`src/design/sbs_consts.vh`:
```
// Purpose: constants for the serial baud and status block
// Assumes: APB, 32-bit data, one word per register
// Notes: byte address is four times the register index
`ifndef SBS_CONSTS_VH
`define SBS_CONSTS_VH
`define SBS_IDX_BAUD 4'h2
`define SBS_IDX_STATUS 4'h3
`define SBS_IDX_DATA 4'h5
`define SBS_IDX_CTRL 4'h8
`define SBS_IDX_IRQST 4'h9
`define SBS_IDX_IRQMASK 4'ha
`define SBS_BAUD_RESET 8'h04
`define SBS_STATUS_RESET 8'h20
`define SBS_ST_RXF 7
`define SBS_ST_WRITE_COLLISION_FLAG 6
`define SBS_ST_TXE 5
`define SBS_ST_MODE_FAULT_FLAG 4
`define SBS_CTRL_TXIE 0
`define SBS_IRQ_RX 0
`define SBS_IRQ_TX 1
`define SBS_DIV_W 12
`endif

```
`src/design/sbs_baud_gen.v`:
```
// Purpose: serial bit clock divider
// Assumes: one clock, asynchronous active-high reset
// Notes: tick every divisor cycles; sclk toggles at half points
`timescale 1ns/1ps
`include "sbs_consts.vh"
module sbs_baud_gen (
  input wire clk,
  input wire rst,
  input wire [2:0] prescaleSelect,
  input wire [2:0] rateSelect,
  output reg bitTick,
  output reg sclkOut
);
  reg [`SBS_DIV_W-1:0] count_reg;
  wire [`SBS_DIV_W-1:0] divisor;
  // Divisor (p+1) * 2^(r+1), largest 8*256 fits in 12 bits
  assign divisor = {9'h000, prescaleSelect + 3'h0} + 12'h001 << (rateSelect + 4'h1);
  wire [`SBS_DIV_W-1:0] half;
  assign half = {1'b0, divisor[`SBS_DIV_W-1:1]};
  always @(posedge clk or posedge rst) begin
    if (rst) begin
      count_reg <= 12'h000;
      bitTick <= 1'b0;
      sclkOut <= 1'b0;
    end else begin
      bitTick <= 1'b0;
      if (count_reg >= divisor - 12'h001) begin
        count_reg <= 12'h000;
        bitTick <= 1'b1;
        sclkOut <= 1'b0;
      end else begin
        count_reg <= count_reg + 12'h001;
        if (count_reg == half - 12'h001)
          sclkOut <= 1'b1;
      end
    end
  end
endmodule // sbs_baud_gen

```
`src/design/sbs_serial_status.v`:
```
// Purpose: baud register, status flags and byte exchange
// Assumes: APB slave, zero wait states, serial lines from pins
// Notes: master-mode shifter, MSB first, mode 0 only
`timescale 1ns/1ps
`include "sbs_consts.vh"
// Notes on behaviour
// - Bit clock divisor from prescale and rate
// - Baud fields bits 6:4, 2:0; 7,3 zero
// - Set receive flag when byte reaches data
// - Clear receive flag: status read, data read
// - Receive flag one means new data
// - Set transmit-empty flag on buffer handoff
// - No collision flag; bit reads zero
// - Transmit interrupt when empty flag sets
module sbs_serial_status (
  input wire clk,
  input wire rst,
  input wire psel,
  input wire penable,
  input wire pwrite,
  input wire [11:0] paddr,
  input wire [31:0] pwdata,
  output reg [31:0] prdata,
  output reg pready,
  output reg pslverr,
  output reg irq,
  output reg sclk,
  output reg mosi,
  input wire miso
);
  reg [7:0] baud_reg;
  reg rxFlag_reg;
  reg txEmpty_reg;
  reg rxArm_reg;
  reg txArm_reg;
  reg [7:0] rxData_reg;
  reg [7:0] txBuf_reg;
  reg [7:0] shift_reg;
  reg [3:0] bitCnt_reg;
  reg busy_reg;
  reg ctrl_reg;
  reg [1:0] irqSt_reg;
  reg [1:0] irqMask_reg;
  reg [2:0] misoSync_reg;
  reg sclkPrev_reg;
  reg misoLevel_reg;
  wire tick;
  wire sclkRaw;
  localparam IDLE = 1'b0;
  localparam SHIFT = 1'b1;

  function [3:0] regIndex;
    input [11:0] a;
    regIndex = a[5:2];
  endfunction

  function inMap;
    input [11:0] a;
    inMap = (a[11:6] == 6'h00) && (a[1:0] == 2'b00);
  endfunction

  wire access = psel && penable;
  wire wrEn = access && pwrite && inMap(paddr);
  wire rdEn = access && !pwrite && inMap(paddr);
  wire [3:0] idx = regIndex(paddr);
  wire statusRd = rdEn && idx == `SBS_IDX_STATUS;
  wire dataRd = rdEn && idx == `SBS_IDX_DATA;
  wire dataWr = wrEn && idx == `SBS_IDX_DATA;
  wire [7:0] statusVal = {rxFlag_reg, 1'b0, txEmpty_reg, 1'b0, 4'h0};

  sbs_baud_gen u_baud (
    .clk(clk),
    .rst(rst),
    .prescaleSelect(baud_reg[6:4]),
    .rateSelect(baud_reg[2:0]),
    .bitTick(tick),
    .sclkOut(sclkRaw)
  );

  // Receive completes on the last bit; handoff starts a new byte
  wire byteDone = busy_reg && tick && bitCnt_reg == 4'h7;
  wire loadShift = tick && !txEmpty_reg && (!busy_reg || byteDone);
  wire rxSet = byteDone;
  wire txSet = loadShift;

  // Sample MISO on sclk rising; filtered level from stages 2 and 3
  // Filter lags about four clocks, so half a bit must be longer
  wire misoStable = misoSync_reg[2] == misoSync_reg[1];
  wire sampleEdge = sclkRaw && !sclkPrev_reg;
  wire irqClrWr = wrEn && idx == `SBS_IDX_IRQST;
  wire setupCycle = psel && !penable;

  reg rxBit_reg;
  reg rxFlag_next;
  reg txEmpty_next;
  reg rxArm_next;
  reg txArm_next;
  reg [7:0] rxData_next;
  reg [7:0] txBuf_next;
  reg busy_next;
  reg [7:0] shift_next;
  reg [3:0] bitCnt_next;
  reg rxBit_next;
  reg mosi_next;
  reg [1:0] irqSt_next;
  reg [31:0] prdata_next;

  always @(posedge clk or posedge rst) begin
    if (rst) begin
      misoSync_reg <= 3'b000;
      misoLevel_reg <= 1'b0;
      sclkPrev_reg <= 1'b0;
    end else begin
      misoSync_reg <= {misoSync_reg[1:0], miso};
      if (misoStable)
        misoLevel_reg <= misoSync_reg[2];
      sclkPrev_reg <= sclkRaw;
    end
  end

  always @(posedge clk or posedge rst) begin
    if (rst) begin
      baud_reg <= `SBS_BAUD_RESET;
      ctrl_reg <= 1'b0;
      irqMask_reg <= 2'b00;
    end else if (wrEn) begin
      if (idx == `SBS_IDX_BAUD)
        baud_reg <= {1'b0, pwdata[6:4], 1'b0, pwdata[2:0]};
      else if (idx == `SBS_IDX_CTRL)
        ctrl_reg <= pwdata[`SBS_CTRL_TXIE];
      else if (idx == `SBS_IDX_IRQMASK)
        irqMask_reg <= pwdata[1:0];
    end
  end

  // Flags: hardware set wins over the software clear sequence
  always @* begin
    rxArm_next = rxArm_reg;
    txArm_next = txArm_reg;
    rxFlag_next = rxFlag_reg;
    txEmpty_next = txEmpty_reg;
    rxData_next = rxData_reg;
    txBuf_next = txBuf_reg;
    if (statusRd) begin
      rxArm_next = rxFlag_reg;
      txArm_next = txEmpty_reg;
    end else begin
      if (dataRd)
        rxArm_next = 1'b0;
      if (dataWr)
        txArm_next = 1'b0;
    end
    if (rxSet) begin
      rxFlag_next = 1'b1;
      rxData_next = {shift_reg[6:0], rxBit_reg};
    end else if (dataRd && rxArm_reg) begin
      rxFlag_next = 1'b0;
    end
    if (txSet)
      txEmpty_next = 1'b1;
    else if (dataWr && txArm_reg)
      txEmpty_next = 1'b0;
    // Data write without the status read is dropped
    if (dataWr && txArm_reg)
      txBuf_next = pwdata[7:0];
  end

  always @(posedge clk or posedge rst) begin
    if (rst) begin
      rxFlag_reg <= 1'b0;
      txEmpty_reg <= 1'b1;
      rxArm_reg <= 1'b0;
      txArm_reg <= 1'b0;
      txBuf_reg <= 8'h00;
      rxData_reg <= 8'h00;
    end else begin
      rxFlag_reg <= rxFlag_next;
      txEmpty_reg <= txEmpty_next;
      rxArm_reg <= rxArm_next;
      txArm_reg <= txArm_next;
      txBuf_reg <= txBuf_next;
      rxData_reg <= rxData_next;
    end
  end

  // Outgoing bits leave at the top, received bits enter at the bottom
  always @* begin
    busy_next = busy_reg;
    shift_next = shift_reg;
    bitCnt_next = bitCnt_reg;
    rxBit_next = rxBit_reg;
    mosi_next = mosi;
    case (busy_reg)
      IDLE: begin
        if (loadShift) begin
          busy_next = SHIFT;
          shift_next = txBuf_reg;
          mosi_next = txBuf_reg[7];
          bitCnt_next = 4'h0;
        end
      end
      SHIFT: begin
        // Held apart so bit 0 of the outgoing byte is not overwritten
        if (sampleEdge)
          rxBit_next = misoLevel_reg;
        if (loadShift) begin
          shift_next = txBuf_reg;
          mosi_next = txBuf_reg[7];
          bitCnt_next = 4'h0;
        end else if (byteDone) begin
          busy_next = IDLE;
        end else if (tick) begin
          shift_next = {shift_reg[6:0], rxBit_reg};
          mosi_next = shift_reg[6];
          bitCnt_next = bitCnt_reg + 4'h1;
        end
      end
      default: begin
        busy_next = IDLE;
      end
    endcase
  end

  always @(posedge clk or posedge rst) begin
    if (rst) begin
      busy_reg <= IDLE;
      shift_reg <= 8'h00;
      bitCnt_reg <= 4'h0;
      rxBit_reg <= 1'b0;
      mosi <= 1'b0;
      sclk <= 1'b0;
    end else begin
      busy_reg <= busy_next;
      shift_reg <= shift_next;
      bitCnt_reg <= bitCnt_next;
      rxBit_reg <= rxBit_next;
      mosi <= mosi_next;
      // Clock held low between bytes
      sclk <= busy_reg ? sclkRaw : 1'b0;
    end
  end

  // Interrupt status, write one to clear; set wins
  always @* begin
    irqSt_next = irqSt_reg;
    if (irqClrWr && pwdata[`SBS_IRQ_RX])
      irqSt_next[`SBS_IRQ_RX] = 1'b0;
    if (irqClrWr && pwdata[`SBS_IRQ_TX])
      irqSt_next[`SBS_IRQ_TX] = 1'b0;
    if (rxSet)
      irqSt_next[`SBS_IRQ_RX] = 1'b1;
    if (txSet && ctrl_reg)
      irqSt_next[`SBS_IRQ_TX] = 1'b1;
  end

  always @(posedge clk or posedge rst) begin
    if (rst) begin
      irqSt_reg <= 2'b00;
      irq <= 1'b0;
    end else begin
      irqSt_reg <= irqSt_next;
      irq <= |(irqSt_reg & irqMask_reg);
    end
  end

  // Read data formed in setup so it stands in the access cycle
  always @* begin
    prdata_next = 32'h00000000;
    if (setupCycle && !pwrite && inMap(paddr)) begin
      if (idx == `SBS_IDX_BAUD)
        prdata_next = {24'h000000, baud_reg};
      else if (idx == `SBS_IDX_STATUS)
        prdata_next = {24'h000000, statusVal};
      else if (idx == `SBS_IDX_DATA)
        prdata_next = {24'h000000, rxData_reg};
      else if (idx == `SBS_IDX_CTRL)
        prdata_next = {31'h00000000, ctrl_reg};
      else if (idx == `SBS_IDX_IRQST)
        prdata_next = {30'h00000000, irqSt_reg};
      else if (idx == `SBS_IDX_IRQMASK)
        prdata_next = {30'h00000000, irqMask_reg};
    end
  end

  // Every transfer answers in its first access cycle
  always @(posedge clk or posedge rst) begin
    if (rst) begin
      prdata <= 32'h00000000;
      pready <= 1'b0;
      pslverr <= 1'b0;
    end else begin
      pready <= setupCycle;
      pslverr <= setupCycle && !inMap(paddr);
      prdata <= prdata_next;
    end
  end
endmodule // sbs_serial_status

```
`config.mk`:
```
export PLATFORM = sky130hd
export DESIGN_NAME = sbs_serial_status
export DESIGN_NICKNAME = d
export VERILOG_FILES = /design/src/design/sbs_baud_gen.v /design/src/design/sbs_serial_status.v
export VERILOG_INCLUDE_DIRS = /design/src /design/src/design
export SDC_FILE = /design/constraint.sdc
export NUM_CORES = 1
export LEC_CHECK = 0
export BUFFER_PORTS_ARGS = -buffer_cell sky130_fd_sc_hd__buf_2
export CAP_MARGIN = 10
export CORE_MARGIN = 3
export CORE_UTILIZATION = 30
export CTS_BUF_LIST = sky130_fd_sc_hd__clkbuf_4
export DETAILED_ROUTE_END_ITERATION = 6
export PLACE_DENSITY = 0.46
export SLEW_MARGIN = 10
export SYNTH_ARGS = -nofsm -noshare
export SYNTH_HDL_FRONTEND = slang
export SYNTH_HIERARCHICAL = 1
export SYNTH_SLANG_ARGS = --single-unit
```
`constraint.sdc`:
```
create_clock -name clk -period 5.29 [get_ports clk]
set_clock_uncertainty 0.05 [all_clocks]
set_input_delay 0.529 -clock clk [delete_from_list [all_inputs] [get_ports clk]]
set_output_delay 0.529 -clock clk [all_outputs]
set_load 0.02 [all_outputs]
```
==> flow_metrics.tcl <==
set metrics [dict create \
    final_hold_viol_count 0 \
    ys_ff_latch 76 \
    min_path_type "in2async" \
    cpPeakStageDelay_ns 0.57 \
    fin_tns_setup_ns 0 \
    drc_errors 0 \
    ys_warn_count 6 \
    die_w_um 131 \
    h-tree-depth 3 \
    dp.final_hpwl_mm 7.75 \
    die_h_um 131 \
    grt_max_degree 63 \
    clk_latency_ns 0.44 \
    r2r_start "baud_reg[1]" \
    num_antenna_cells 0 \
    grt_use_total 0.124 \
    ys_top_cells_by_count "dfrtp_1, nor2_1, buf_4, nand2_1, ha_1" \
    timing.rr.end "u_baud/count_reg[9]" \
    p_leak_nw 2.28 \
    max-slew-margin-rel 0.287 \
    synthArstFlopShare 1.00 \
    synth_area_mm2 0.00471 \
    synth_edf_count 0 \
    ys_top_cells_by_area "dfrtp_1, ha_1, mux2_4" \
    io_pins 87 \
    slew_viol_final 0 \
    layout.cells.non_filler 701 \
    hold_buffers 0 \
    cts_sinks 76 \
    largest_reg_flops 12 \
    cp_cell_sequence "ha_1 -> inv_1 -> or2_2 -> nand2_1 -> nand2_1 -> ha_1 -> o211ai_1 -> nand3_1 -> nor2_1 -> xor2_1 -> ha_1 -> a2111oi_0 -> o21ai_0 -> a31o_2 -> a21oi_1 -> o21ai_0 -> buf_4 -> nor2_1" \
    tightest_slew_ns 1.06 \
    synth_most_common_cell "dfrtp_1" \
    cts-root-buf "clkbuf_4" \
    ant_nets 0 \
    period_needed_ns 4.48 \
    worst_ep_required_time_ns 5.62 \
    syn_inst 447 \
    crit_slowest_cell "ha_1" \
    yosysTopAreaCell "dfrtp_1" \
    path_max_fanout 14 \
    max_freq_mhz 223 \
    critPathLaunch "baud_reg[1]" \
    path_clk_slew_ns 0.12 \
    start_util 0.308 \
    setup.worst_path.class "reg2reg" \
    syn_to_final_growth_pct 9.47 \
    drt_iter0_drc 156 \
    finish.utilization 0.337 \
    arrival_ns 4.80 \
    ys.flop_type "dfrtp_1" \
    dr_total_vias 3404 \
    drv_cap 0 \
    cts_tree "built" \
    rows 45 \
    grt_first_pass_wirelength_mm 17.3 \
    antenna_found_initial 0 \
    drt-total-wl_mm 10.5 \
    post_drt_wl_per_cell_um 14.9 \
    r2r_cells 18 \
    grt.overflow.total 0 \
    setup_viol 0 \
    post_cts_resized 0 \
    cp-end-kind "register" \
    power_density_mw_per_mm2 291 \
    post_cts_buffers 0 \
    grt_setup_unrepaired "no" \
    grt_pass1_vias 3241 \
    cpMostUsedCell "ha_1" \
    vias_per_cell 4.86 \
    final_nets 554 \
    period_share 0.846 \
    synth.avg_cell_area_um2 10.5 \
    drt-pass1-iter-count 4 \
    cp-start-kind "register" \
    core_area_mm2 0.0153 \
    drive_gt1_frac 0.231 \
    ys_types 82 \
    gp_congestion 0.832 \
    status "complete, no violations" \
    dp_cells 685 \
    clk_path_buf_depth 2 \
    cts_buffers 9 \
    die_area_mm2 0.0173 \
    peakVddDrop_mv 0.171 \
    portBuffers 38 \
    yosysSeqAreaShare 0.404 \
    yosysTopAreaCellShare 0.393 \
    reg2reg_slack_ns 0.81 \
]
worst max path at each step:
stage                                 to
global placement     u_baud/count_reg[2]
CTS                  u_baud/count_reg[9]
detailed placement   u_baud/count_reg[9]
global route         u_baud/count_reg[0]
floorplan           u_baud/count_reg[10]
finish               u_baud/count_reg[9]
placed cells by master (no fill, tap or decap), types with 6 or more instances in the layout:
cell type,netlist,routed
a21oi_1,7,7
a22oi_1,6,6
a2bb2oi_1,8,8
buf_2,3,38
buf_4,25,6
clkbuf_4,0,9
conb_1,1,24
dfrtp_1,74,74
ha_1,19,19
inv_1,12,11
mux2_2,13,13
mux2_4,14,14
mux2i_1,6,6
nand2_1,20,20
nand2b_1,6,6
nand3_1,12,12
nor2_1,33,33
nor3_1,10,10
o21ai_0,18,18
o22ai_1,9,9
xnor2_1,18,18
xor2_1,14,14
cells by family (layout without fill, tap and decap cells):
kind of cell,Yosys count,count (layout),share of synthesized area
compound gates,91,91,0.146
xor+xnor,32,32,0.0594
fa+ha+maj,20,20,0.0525
buf+inv,52,72,0.0677
flops,76,76,0.404
mux,36,36,0.0955
other cells,1,24,0.000795
simple gates,139,139,0.174
worst max-delay path: cells and delay by family (launching register included):
family	cells	cell delay, ns
DFF	1	0.47
and+or+nand+nor	6	1.11
xor gates and xnor gates	1	0.16
buffers and inverters	2	0.38
adders and majority gates	3	1.07
AOI/OAI and AO/OA	6	1.16
routing by layer:
layer / part of all wire / routed length (µm) / vias to the layer above / global-route usage
met1: 0.48 / 5030 / 1664 / 0.170
met2: 0.47 / 4910 / 65 / 0.192
met5: 0 / 0 / - / 0
li1: - / - / 1663 / -
met4: 0.017 / 174 / 0 / 0.0496
met3: 0.035 / 365 / 12 / 0.0260
through the flow:
step	total power [mW]	instance area [µm²]	hold WS [ns]	setup WS (ns)
floorplan	1.05	4800	0.281	1.13
global placement	1.16	5030	0.284	0.836
detailed placement	1.16	5030	0.286	0.854
CTS	1.53	5160	0.0519	0.831
global route	1.61	5160	0.102	0.449
finish	1.50	5160	0.0788	0.815
cell type report:
class / instances / area [µm²]
clock inverters: 7 / 67.6
repair buffers: 44 / 235
inverters: 12 / 45.0
multi-input cells: 342 / 2580
flip-flops and latches: 76 / 1900
clock buffers: 9 / 67.6
well taps: 211 / 264
fillers: 1607 / 10200
where the power goes:
group          leakage [nW]  switching [mW]  internal, mW
registers             0.975           0.108         0.684
clock network        0.0710           0.209         0.141
logic                  1.23           0.188         0.168
Note: power is estimated with default switching activity, not from simulation.
